$ cat config.mk
export PLATFORM = sky130hd
export DESIGN_NAME = ces_edge_shaper
export DESIGN_NICKNAME = d
export VERILOG_FILES = /design/src/hw/ces_pkg.sv /design/src/hw/ces_edge_shaper.sv /design/src/hw/ces_shape_lut.sv /design/src/hw/ces_tick_div.sv
export SDC_FILE = /design/constraint.sdc
export NUM_CORES = 1
export LEC_CHECK = 0
export BUFFER_PORTS_ARGS = -buffer_cell sky130_fd_sc_hd__buf_2
export CAP_MARGIN = 5
export CORE_UTILIZATION = 55
export DETAILED_ROUTE_END_ITERATION = 7
export PLACE_DENSITY_LB_ADDON = 0.2
export SLEW_MARGIN = 10
export SYNTH_ARGS = -nofsm -noshare
export SYNTH_HDL_FRONTEND = slang
export SYNTH_HIERARCHICAL = 1
export SYNTH_SLANG_ARGS = --single-unit
$ cat constraint.sdc
create_clock -name CLK_SYS_I -period 45.9 [get_ports CLK_SYS_I]
set_clock_uncertainty 0.15 [all_clocks]
set_input_delay 13.77 -clock CLK_SYS_I [delete_from_list [all_inputs] [get_ports CLK_SYS_I]]
set_output_delay 13.77 -clock CLK_SYS_I [all_outputs]
set_load 0.01 [all_outputs]
$ cat src/hw/ces_pkg.sv
// Constants shared by the carrier edge shaper design files
package ces_pkg;

  // ----------------------------------------
  // Register offsets
  // ----------------------------------------
  localparam logic [15:0] ADDR_SHAPE_KIND = 16'h0041;
  localparam logic [15:0] ADDR_SHAPE_PARAM = 16'h0042;
  localparam logic [15:0] ADDR_STEP_COUNT = 16'h0043;
  localparam logic [15:0] ADDR_CARRIER_LEVEL = 16'h0044;
  localparam logic [15:0] ADDR_EDGE_STATUS = 16'h0048;

  // ----------------------------------------
  // Reset values
  // ----------------------------------------
  localparam logic [7:0] RST_SHAPE_KIND = 8'h11;
  localparam logic [7:0] RST_SHAPE_PARAM = 8'h00;
  localparam logic [7:0] RST_STEP_COUNT = 8'h04;
  localparam logic [7:0] RST_CARRIER_LEVEL = 8'h00;
  localparam logic [7:0] READ_UNMAPPED = 8'h00;

  // ----------------------------------------
  // Field positions
  // ----------------------------------------
  localparam int FALL_KIND_LSB = 4;
  localparam int RISE_KIND_LSB = 0;
  localparam int FALL_PARAM_LSB = 4;
  localparam int RISE_PARAM_LSB = 0;
  localparam int DOUBLE_BIT = 7;
  localparam int COUNT_LSB = 0;

  // ----------------------------------------
  // Edge style codes
  // ----------------------------------------
  typedef enum logic [3:0] {
    STY_LIN1 = 4'h1,
    STY_LIN2 = 4'h2,
    STY_LIN3 = 4'h3,
    STY_LUT_FIXED = 4'h4,
    STY_LUT_ADAPT_CORR = 4'h5,
    STY_LUT_ADAPT = 4'h6
  } ces_style_type;

  localparam logic [2:0] LUT_INDEX_MAX = 3'h3;
  localparam logic [7:0] FULL_CARRIER = 8'hFF;
  localparam logic [7:0] SUPPLY_NOMINAL = 8'h80;

  // ----------------------------------------
  // Timing: carrier cycle in system clock cycles
  // ----------------------------------------
  localparam int CLK_PERIOD_PS = 25000;
  localparam int CARRIER_PERIOD_PS = 73746;
  localparam int CARRIER_RAW = CARRIER_PERIOD_PS / CLK_PERIOD_PS;
  localparam int CARRIER_CYCLES = (CARRIER_RAW < 1) ? 1 : CARRIER_RAW;

endpackage : ces_pkg

$ cat src/hw/ces_edge_shaper.sv
// Carrier edge shaper: configuration registers and edge sequencer
//
// How it works
// - The falling edge style is taken from bits 7:4 of the kind register, codes 1 to 6 valid.
// - The rising edge style is taken from bits 3:0 of the kind register with the same codes.
// - Codes 1, 2 and 3 shape the edge with one, two or three linear ramps, no table.
// - Code 4 shapes the edge from a table with no supply adaptation.
// - Code 5 shapes from a table, adapted to the supply, with the correction step.
// - Code 6 shapes from a table, adapted to the supply, without the correction step.
// - For linear falling edges bits 6:4 of the param register set the time constant.
// - For table falling edges bits 6:4 of the param register pick table 0 to 3.
// - For linear rising edges bits 2:0 of the param register set the time constant.
// - For table rising edges bits 2:0 of the param register pick table 0 to 3.
// - With bit 7 of the count register clear every transition state lasts one carrier cycle.
// - With bit 7 of the count register set every transition state lasts two carrier cycles.
// - Bits 4:0 of the count register give the number of states for both edges.
// - The level register maps linearly from no carrier at 0x00 to full carrier at 0xFF.
//
// Implementation choice: strobed register access.
`timescale 1ns/1ps
module ces_edge_shaper #(
  parameter int CARRIER_DIV = ces_pkg::CARRIER_CYCLES
) (
  input wire logic CLK_SYS_I,
  input wire logic RST_I,
  input wire logic [15:0] ADDR_I,
  input wire logic [7:0] WDATA_I,
  input wire logic WR_I,
  input wire logic RD_I,
  output logic [7:0] RDATA_O,
  input wire logic MOD_I,
  input wire logic [7:0] AMP_SUPPLY_I,
  output logic [7:0] AMPL_O,
  output logic EDGE_BUSY_O
);

  initial
  begin
    if (CARRIER_DIV < 1 || CARRIER_DIV > 255)
      $error("ces_edge_shaper: CARRIER_DIV out of range");
  end

  typedef enum logic [1:0] {
    ST_HIGH = 2'b00,
    ST_FALL = 2'b01,
    ST_LOW = 2'b10,
    ST_RISE = 2'b11
  } ces_state_type;

  // ----------------------------------------
  // Helpers
  // ----------------------------------------
  function automatic logic is_valid_style(input logic [3:0] sty, input logic [2:0] prm);
    is_valid_style = (sty >= 4'h1 && sty <= 4'h3)
      || (sty >= 4'h4 && sty <= 4'h6 && prm <= ces_pkg::LUT_INDEX_MAX);
  endfunction : is_valid_style

  function automatic logic [7:0] mix(input logic [7:0] a, input logic [7:0] b,
                                     input logic [7:0] f);
    logic [16:0] prod;
    logic [8:0] diff;
    diff = (b >= a) ? 9'(b - a) : 9'(a - b);
    prod = 17'(diff) * 17'(f) + 17'h0_0080;
    mix = (b >= a) ? 8'(a + 8'(prod[16:8])) : 8'(a - 8'(prod[16:8]));
  endfunction : mix

  // ----------------------------------------
  // Registers
  // ----------------------------------------
  logic [7:0] kind_ff, param_ff, count_ff, level_ff;
  logic [7:0] nxt_kind, nxt_param, nxt_count, nxt_level, nxt_rdata;
  logic [7:0] rdata_ff;
  ces_state_type state_ff, nxt_state;

  always_comb
  begin
    nxt_kind = kind_ff;
    nxt_param = param_ff;
    nxt_count = count_ff;
    nxt_level = level_ff;
    nxt_rdata = ces_pkg::READ_UNMAPPED;
    if (WR_I)
    begin
      unique case (ADDR_I)
        ces_pkg::ADDR_SHAPE_KIND: nxt_kind = WDATA_I;
        ces_pkg::ADDR_SHAPE_PARAM: nxt_param = WDATA_I;
        ces_pkg::ADDR_STEP_COUNT: nxt_count = WDATA_I;
        ces_pkg::ADDR_CARRIER_LEVEL: nxt_level = WDATA_I;
        default: nxt_kind = kind_ff;
      endcase
    end
    if (RD_I)
    begin
      unique case (ADDR_I)
        ces_pkg::ADDR_SHAPE_KIND: nxt_rdata = kind_ff;
        ces_pkg::ADDR_SHAPE_PARAM: nxt_rdata = param_ff;
        ces_pkg::ADDR_STEP_COUNT: nxt_rdata = count_ff;
        ces_pkg::ADDR_CARRIER_LEVEL: nxt_rdata = level_ff;
        ces_pkg::ADDR_EDGE_STATUS: nxt_rdata = {5'h00, EDGE_BUSY_O, state_ff};
        default: nxt_rdata = ces_pkg::READ_UNMAPPED;
      endcase
    end
  end

  always_ff @(posedge CLK_SYS_I or posedge RST_I)
  begin
    if (RST_I)
    begin
      kind_ff <= ces_pkg::RST_SHAPE_KIND;
      param_ff <= ces_pkg::RST_SHAPE_PARAM;
      count_ff <= ces_pkg::RST_STEP_COUNT;
      level_ff <= ces_pkg::RST_CARRIER_LEVEL;
      rdata_ff <= ces_pkg::READ_UNMAPPED;
    end
    else
    begin
      kind_ff <= nxt_kind;
      param_ff <= nxt_param;
      count_ff <= nxt_count;
      level_ff <= nxt_level;
      rdata_ff <= nxt_rdata;
    end
  end

  assign RDATA_O = rdata_ff;

  // ----------------------------------------
  // Carrier cycle enable
  // ----------------------------------------
  logic tick;

  ces_tick_div #(.DIV(CARRIER_DIV)) u_div (
    .clk_i(CLK_SYS_I),
    .rst_i(RST_I),
    .tick_o(tick)
  );

  // ----------------------------------------
  // Edge sequencer
  // ----------------------------------------
  // Latched copies keep an edge immune to register writes while it runs
  logic [3:0] sty_ff, nxt_sty;
  logic [2:0] prm_ff, nxt_prm;
  logic dbl_ff, nxt_dbl;
  logic [4:0] num_ff, nxt_num;
  logic [7:0] lvl_ff, nxt_lvl;
  logic [4:0] idx_ff, nxt_idx;
  logic sub_ff, nxt_sub;
  logic [7:0] amp_ff, nxt_amp;
  logic [4:0] step;
  logic [7:0] prog, frac, lin_frac, lut_frac, knee, knee_lo;
  logic [12:0] prog_num;
  logic [3:0] fall_sty, rise_sty;
  logic [2:0] fall_prm, rise_prm;
  logic [4:0] cfg_num;
  logic edge_run;

  always_comb
  begin
    fall_sty = kind_ff[ces_pkg::FALL_KIND_LSB +: 4];
    rise_sty = kind_ff[ces_pkg::RISE_KIND_LSB +: 4];
    // Bits 7 and 3 of param and 6:5 of count are never looked at
    fall_prm = param_ff[ces_pkg::FALL_PARAM_LSB +: 3];
    rise_prm = param_ff[ces_pkg::RISE_PARAM_LSB +: 3];
    cfg_num = count_ff[ces_pkg::COUNT_LSB +: 5];
  end

  // Progress through the edge, 255/num_ff at the first state, 255 at the last state
  always_comb
  begin
    step = idx_ff + 5'h01;
    prog_num = 13'(step) * 13'h00FF;
    prog = (num_ff == 5'h00) ? 8'hFF : 8'(prog_num / 13'(num_ff));
    // Time constant moves the knee between the ramps
    knee = 8'(8'h40 + {prm_ff, 4'h0});
    knee_lo = {1'b0, knee[7:1]};
    unique case (sty_ff)
      4'h2:
        lin_frac = (prog < 8'h80)
          ? 8'(16'(prog) * 16'(knee) >> 7)
          : 8'(knee + 8'(16'(prog - 8'h80) * 16'(8'hFF - knee) >> 7));
      4'h3:
        if (prog < 8'h40)
          lin_frac = 8'(16'(prog) * 16'(knee_lo) >> 6);
        else if (prog < 8'hC0)
          lin_frac = 8'(knee_lo + 8'(16'(prog - 8'h40) * 16'(knee - knee_lo) >> 7));
        else
          lin_frac = 8'(knee + 8'(16'(prog - 8'hC0) * 16'(8'hFF - knee) >> 6));
      default: lin_frac = prog;
    endcase
  end

  ces_shape_lut u_lut (
    .tbl_i(prm_ff[1:0]),
    .prog_i(prog),
    .adapt_i(sty_ff == ces_pkg::STY_LUT_ADAPT_CORR || sty_ff == ces_pkg::STY_LUT_ADAPT),
    .corr_i(sty_ff == ces_pkg::STY_LUT_ADAPT_CORR),
    .supply_i(AMP_SUPPLY_I),
    .frac_o(lut_frac)
  );

  assign frac = (sty_ff >= ces_pkg::STY_LUT_FIXED) ? lut_frac : lin_frac;

  always_comb
  begin
    nxt_state = state_ff;
    nxt_sty = sty_ff;
    nxt_prm = prm_ff;
    nxt_dbl = dbl_ff;
    nxt_num = num_ff;
    nxt_lvl = lvl_ff;
    nxt_idx = idx_ff;
    nxt_sub = sub_ff;
    nxt_amp = amp_ff;
    unique case (state_ff)
      ST_HIGH, ST_LOW:
        if (MOD_I == (state_ff == ST_HIGH))
        begin
          // Sampled only here, between edges
          nxt_sty = (state_ff == ST_HIGH) ? fall_sty : rise_sty;
          nxt_prm = (state_ff == ST_HIGH) ? fall_prm : rise_prm;
          nxt_dbl = count_ff[ces_pkg::DOUBLE_BIT];
          nxt_num = cfg_num;
          nxt_lvl = level_ff;
          nxt_idx = 5'h00;
          nxt_sub = 1'b0;
          if (!is_valid_style(nxt_sty, nxt_prm) || cfg_num == 5'h00)
          begin
            nxt_amp = (state_ff == ST_HIGH) ? level_ff : ces_pkg::FULL_CARRIER;
            nxt_state = (state_ff == ST_HIGH) ? ST_LOW : ST_HIGH;
          end
          else
            nxt_state = (state_ff == ST_HIGH) ? ST_FALL : ST_RISE;
        end
      ST_FALL, ST_RISE:
        if (tick)
        begin
          if (dbl_ff && !sub_ff)
            nxt_sub = 1'b1;
          else
          begin
            nxt_sub = 1'b0;
            nxt_idx = step;
            nxt_amp = (state_ff == ST_FALL) ? mix(ces_pkg::FULL_CARRIER, lvl_ff, frac)
                                            : mix(lvl_ff, ces_pkg::FULL_CARRIER, frac);
            if (step == num_ff)
            begin
              nxt_amp = (state_ff == ST_FALL) ? lvl_ff : ces_pkg::FULL_CARRIER;
              nxt_state = (state_ff == ST_FALL) ? ST_LOW : ST_HIGH;
            end
          end
        end
    endcase
  end

  always_ff @(posedge CLK_SYS_I or posedge RST_I)
  begin
    if (RST_I)
    begin
      state_ff <= ST_HIGH;
      sty_ff <= 4'h0;
      prm_ff <= 3'h0;
      dbl_ff <= 1'b0;
      num_ff <= 5'h00;
      lvl_ff <= ces_pkg::RST_CARRIER_LEVEL;
      idx_ff <= 5'h00;
      sub_ff <= 1'b0;
      amp_ff <= ces_pkg::FULL_CARRIER;
    end
    else
    begin
      state_ff <= nxt_state;
      sty_ff <= nxt_sty;
      prm_ff <= nxt_prm;
      dbl_ff <= nxt_dbl;
      num_ff <= nxt_num;
      lvl_ff <= nxt_lvl;
      idx_ff <= nxt_idx;
      sub_ff <= nxt_sub;
      amp_ff <= nxt_amp;
    end
  end

  assign edge_run = (state_ff == ST_FALL) || (state_ff == ST_RISE);
  assign AMPL_O = amp_ff;
  assign EDGE_BUSY_O = edge_run;
endmodule : ces_edge_shaper

$ cat src/hw/ces_shape_lut.sv
// Table-driven edge profile with optional supply adaptation and correction
`timescale 1ns/1ps
module ces_shape_lut (
  input wire logic [1:0] tbl_i,
  input wire logic [7:0] prog_i,
  input wire logic adapt_i,
  input wire logic corr_i,
  input wire logic [7:0] supply_i,
  output logic [7:0] frac_o
);

  // ----------------------------------------
  // Profile tables, eight knots each, 255 implied at the end
  // ----------------------------------------
  localparam logic [7:0] KNOT [0:31] = '{
    8'h00, 8'h20, 8'h40, 8'h60, 8'h80, 8'hA0, 8'hC0, 8'hE0,
    8'h00, 8'h08, 8'h18, 8'h38, 8'h68, 8'hA0, 8'hD0, 8'hF0,
    8'h00, 8'h40, 8'h70, 8'h98, 8'hB8, 8'hD0, 8'hE4, 8'hF4,
    8'h00, 8'h10, 8'h30, 8'h60, 8'hA0, 8'hD0, 8'hEC, 8'hFA
  };

  logic [7:0] lo_k;
  logic [7:0] hi_k;
  logic [15:0] span;
  logic [8:0] base;
  logic signed [9:0] delta;
  logic signed [19:0] skew;
  logic signed [11:0] adapted;
  logic [15:0] bow;
  logic [9:0] fixed;

  always_comb
  begin
    lo_k = KNOT[{tbl_i, prog_i[7:5]}];
    hi_k = (prog_i[7:5] == 3'h7) ? 8'hFF : KNOT[{tbl_i, prog_i[7:5] + 3'h1}];
    span = 16'(hi_k - lo_k) * 16'(prog_i[4:0]);
    base = 9'(lo_k) + 9'(span[12:5]);
    // Supply above nominal flattens the profile, below steepens it
    delta = 10'(signed'({2'b00, supply_i})) - 10'(signed'({2'b00, ces_pkg::SUPPLY_NOMINAL}));
    skew = 20'(signed'({11'h000, base})) * 20'(delta);
    adapted = adapt_i ? 12'(signed'({3'b000, base})) - 12'(skew >>> 8)
                      : 12'(signed'({3'b000, base}));
    bow = 16'(base[7:0]) * 16'(8'hFF - base[7:0]);
    fixed = (adapted < 0) ? 10'h000 : adapted[9:0];
    if (corr_i)
      fixed = 10'(fixed + 10'(bow[15:10]));
    frac_o = (fixed > 10'h0FF) ? 8'hFF : fixed[7:0];
  end

endmodule : ces_shape_lut

$ cat src/hw/ces_tick_div.sv
// Divider that marks each carrier cycle with a one-cycle enable pulse
`timescale 1ns/1ps
module ces_tick_div #(
  parameter int DIV = ces_pkg::CARRIER_CYCLES
) (
  input wire logic clk_i,
  input wire logic rst_i,
  output logic tick_o
);

  initial
  begin
    if (DIV < 1 || DIV > 255)
      $error("ces_tick_div: DIV out of range");
  end

  logic [7:0] cnt_ff;
  logic [7:0] nxt_cnt;
  logic nxt_tick;
  logic tick_ff;

  always_comb
  begin
    nxt_tick = (cnt_ff == 8'(DIV - 1));
    nxt_cnt = nxt_tick ? 8'h00 : cnt_ff + 8'h01;
  end

  always_ff @(posedge clk_i or posedge rst_i)
  begin
    if (rst_i)
    begin
      cnt_ff <= 8'h00;
      tick_ff <= 1'b0;
    end
    else
    begin
      cnt_ff <= nxt_cnt;
      tick_ff <= nxt_tick;
    end
  end

  assign tick_o = tick_ff;

endmodule : ces_tick_div

==> summary.md <==
| Metric | Value |
|---|---|
| Run status | `completed` |
| Fin Setup TNS | `0 ns` |
| Synth Area in Simple Gates | `between 10% and 20%` |
| Total Routing Usage GR | `26.95%` |
| WL met2 | `33540 µm` |
| P&R area growth vs syn | `6.162%` |
| Post-synthesis sequential area ratio | `8.130%` |
| Total grt overflow | `0` |
| CP top delay family | `compound AO/OA/AOI/OAI gates` |
| Hold Crit Depth | `2` |
| Post-layout net count | `3956` |
| Pins Over Slew Limit | `0` |
| Crit path top cell by count | `ha_1` |
| Dpl cells | `3791` |
| Yosys warning count | `6` |
| Maximum single-stage delay on the critical path | `0.55 ns` |
| Drc violations | `0` |
| EDFF count, synth | `0` |
| Post-Place Cell Area | `0.02752 mm²` |
| CTS Buf Count | `9` |
| Cells after Synth | `3199` |
| WS Path Type | `reg2reg` |
| CTS tree | `done` |
| WL final | `65980 µm` |
| FF-to-FF setup slack | `between 2 and 3 ns` |
| Relative slew slack | `a little under two fifths` |
| Global-route wire length before repair | `about 110000 µm` |
| Worst Setup End Kind | `flip-flop` |
| Share of layout cells above drive strength 1 | `11.23%` |
| Dpl hpwl | `52460 µm` |
| Worst hold slack | `roughly 0.34 ns` |
| Slew @ Worst Pin | `0.9472 ns` |
| Reg2reg start | `idx_ff[0]$_DFFE_PP0P_` |
| Setup violators final | `0` |
| Cell row count | `80` |
| Hold EP | `AMPL_O[1]$_DFFE_PP1P_` |
| CTS Sinks | `86` |
| Fmax | `around 23 MHz` |
| First drt pass iteration count | `6` |
| R2R Path End | `AMPL_O[6]$_DFFE_PP1P_` |
| Compound-Gate Fraction of Synth Area | `~16%` |
| Io pins | `54` |
| Metal3 WL | `between 2000 and 2500 µm` |
| Critical Path Slowest Stage Cell | `fa_1` |
| Antenna Violating Nets Remaining | `0` |
| Largest net degree at the start of global routing | `78` |
| Post-Layout Cell Count | `approximately 3800` |
| Fin crit share | `94.26%` |
| Final min period | `43.27 ns` |
| Met1 wire length | `29320 µm` |
| Yosys reg bits | `86` |
| Core area | `0.04775 mm²` |
| Synth cell types | `between 100 and 150` |
| Final count of hold timing violations | `0` |
| Worst path buffer plus inverter count | `13` |
| Main combinational cell family by area after synthesis | `adder cells` |
| MaxCap Viol Count | `0` |
| Hold path startpoint | `AMPL_O[1]$_DFFE_PP1P_` |
| Critical Path RT | `46.04 ns` |
| R2R depth | `197` |
| Max H-tree Level | `3` |
| Routed vias/inst | `5.793` |
| Number of DRC markers in iteration 0 | `~1400` |
| XOR/XNOR share of the synthesized area | `5.646%` |
| Topmost layer with routed signal wires | `met4` |
| Synth Cell Area | `0.02664 mm²` |
| Ant. Diodes | `0` |
| Startpoint Class | `flip-flop` |
| Die area | `0.04932 mm²` |
| Synth Area in Adders | `approximately two fifths` |
| Clock slew at reported path FFs | `0.07 ns` |
| Port bufs | `53` |
| Worst hold path class | `reg2reg` |
| Max clock buf depth | `2` |
| Initial antenna violation count | `0` |
| Via count | `22190` |
| Worst Path Max Fanout | `15` |
| Mean Syn Cell Area | `about 8.3 µm²` |
| Mux share of post-synthesis cell area | `3.509%` |
| Starting Density | `55.79%` |
| Vias in the first global route | `22640` |
| RePlAce Congestion | `between 0.9 and 1` |
| Post-Syn Nets | `3944` |
| Chip Height | `222.1 µm` |
| Fin area | `0.02828 mm²` |
| Dominant synthesized flop cell | `dfrtp_1` |
| CTS root buf | `clkbuf_16` |
| Worst skew pair latency | `around 0.34 ns` |
| Ys async rst share | `100.0%` |
| Chip width | `222.1 µm` |
| Drt wl/cell | `17.22 µm` |
| Worst EP arrival | `43.40 ns` |
## cell families (layout without fill, tap and decap cells)
family,Yosys count,count (layout)
and+or+nand+nor,940,940
AOI/OAI and AO/OA,605,605
DFF,86,86
xor gates and xnor gates,170,170
buffers and inverters,603,620
adders and majority gates,709,709
other,1,1
muxes,85,85
## state kept, by name (all words and copies together) (netlist names)
signal        count
AMPL_O            8
RDATA_O           8
count_ff          8
kind_ff           8
level_ff          8
lvl_ff            8
param_ff          8
u_div/cnt_ff      8
idx_ff            5
num_ff            5
sty_ff            4
prm_ff            3
state_ff          2
dbl_ff            1
sub_ff            1
u_div/tick_o      1
## metrics by stage
step                setup WS, ns  utilization, %
finish                     2.633           59.23
global route             -0.1160           59.23
CTS                      0.01180           58.37
global placement          0.8366           57.63
detailed placement        -1.223           57.63
floorplan                  3.635               -
## what timing repair did
item | in CTS | in global routing
gates resized for setup | 12 | 55
setup buffers | 0 | 24
endpoints found under the setup margin | 7 | 8
pin swaps | 1 | 10
hold buffers | 0 | 0
## per-layer routing
layer  vias to the layer above  track usage [%]
li1                      10640                -
met3                        73            1.179
met2                       534            48.99
met1                     10950            35.76
met4                         0            4.615
met5                         -                0
## placed cells by master, fill, tap and decap left out, drive strengths merged, types with 12 or more instances in the layout
master  instances
mux2i          27
a21oi         178
nand3          45
xnor2         121
o21bai         25
inv           485
nand2         244
and2           79
o211ai         21
nor4           13
a21o           44
buf           114
ha            431
nor2          319
or2            48
o22ai          12
a211oi         20
nor2b          39
nand2b         28
a31oi          17
o21ai         129
o311ai         14
and3           16
o21a           37
nor3           47
xor2           49
dfrtp          75
fa            277
mux2           58
## final cells by class
cell class,count,area [µm²]
multi-input cells,2510,22490
fillers,4255,19460
flip-flops and latches,86,2167
inverters,490,1844
well taps,615,769.5
repair buffers,114,730.7
clock buffers,9,225.2
clock inverters,7,58.81
## tightest hold or removal path, cell delays in order (launching register included)
cell and delay [ns]:
dfstp_2 0.37, nand2_1 0.04, o21ai_0 0.07
## cells in the mapped netlist, types with 7 or more instances
| cell type | number | share of area, % |
|---|---|---|
| inv_1 | 481 | 6.8 |
| ha_1 | 431 | 20 |
| nor2_1 | 318 | 4.5 |
| fa_1 | 277 | 21 |
| nand2_1 | 243 | 3.4 |
| a21oi_1 | 178 | 3.3 |
| xnor2_1 | 121 | 4.0 |
| o21ai_0 | 117 | 2.2 |
| clkbuf_1 | 98 | 1.4 |
| and2_1 | 78 | 1.8 |
| dfrtp_1 | 75 | 7.0 |
| mux2_2 | 55 | 2.3 |
| xor2_1 | 47 | 1.5 |
| nand3_1 | 45 | 0.85 |
| nor3_1 | 45 | 0.85 |
| a21o_1 | 44 | 1.2 |
| or2_2 | 44 | 1.0 |
| nor2b_1 | 38 | 0.89 |
| o21a_1 | 37 | 1.0 |
| nand2b_1 | 28 | 0.66 |
| mux2i_1 | 27 | 1.0 |
| o21bai_1 | 24 | 0.68 |
| o211ai_1 | 18 | 0.51 |
| a211oi_1 | 17 | 0.48 |
| and3_1 | 15 | 0.35 |
| a31oi_1 | 13 | 0.31 |
| dfstp_2 | 11 | 1.1 |
| or3_1 | 11 | 0.26 |
| nand3b_1 | 10 | 0.28 |
| nand4_1 | 10 | 0.23 |
| o22ai_1 | 10 | 0.23 |
| a222oi_1 | 8 | 0.30 |
| and2b_1 | 8 | 0.23 |
| nor4_1 | 8 | 0.19 |
| o211a_1 | 8 | 0.30 |
| a211o_1 | 7 | 0.23 |
| buf_2 | 7 | 0.13 |
| o31ai_1 | 7 | 0.20 |
## how the worst max path moves through the flow
stage / end / slack, ns / start / cells past startpoint
2_1_floorplan: AMPL_O[6]$_DFFE_PP1P_ / 3.64 / idx_ff[0]$_DFFE_PP0P_ / 205
3_3_place_gp: AMPL_O[6]$_DFFE_PP1P_ / 0.84 / idx_ff[0]$_DFFE_PP0P_ / 197
3_5_place_dp: AMPL_O[7]$_DFFE_PP1P_ / -1.22 / idx_ff[0]$_DFFE_PP0P_ / 199
4_1_cts: AMPL_O[6]$_DFFE_PP1P_ / 0.01 / idx_ff[0]$_DFFE_PP0P_ / 201
5_1_grt: AMPL_O[6]$_DFFE_PP1P_ / -0.12 / idx_ff[0]$_DFFE_PP0P_ / 198
6_report: AMPL_O[6]$_DFFE_PP1P_ / 2.63 / idx_ff[0]$_DFFE_PP0P_ / 197
Power is not shown: default switching activity piles up to over one toggle a cycle in this logic, so the estimate is an artifact.
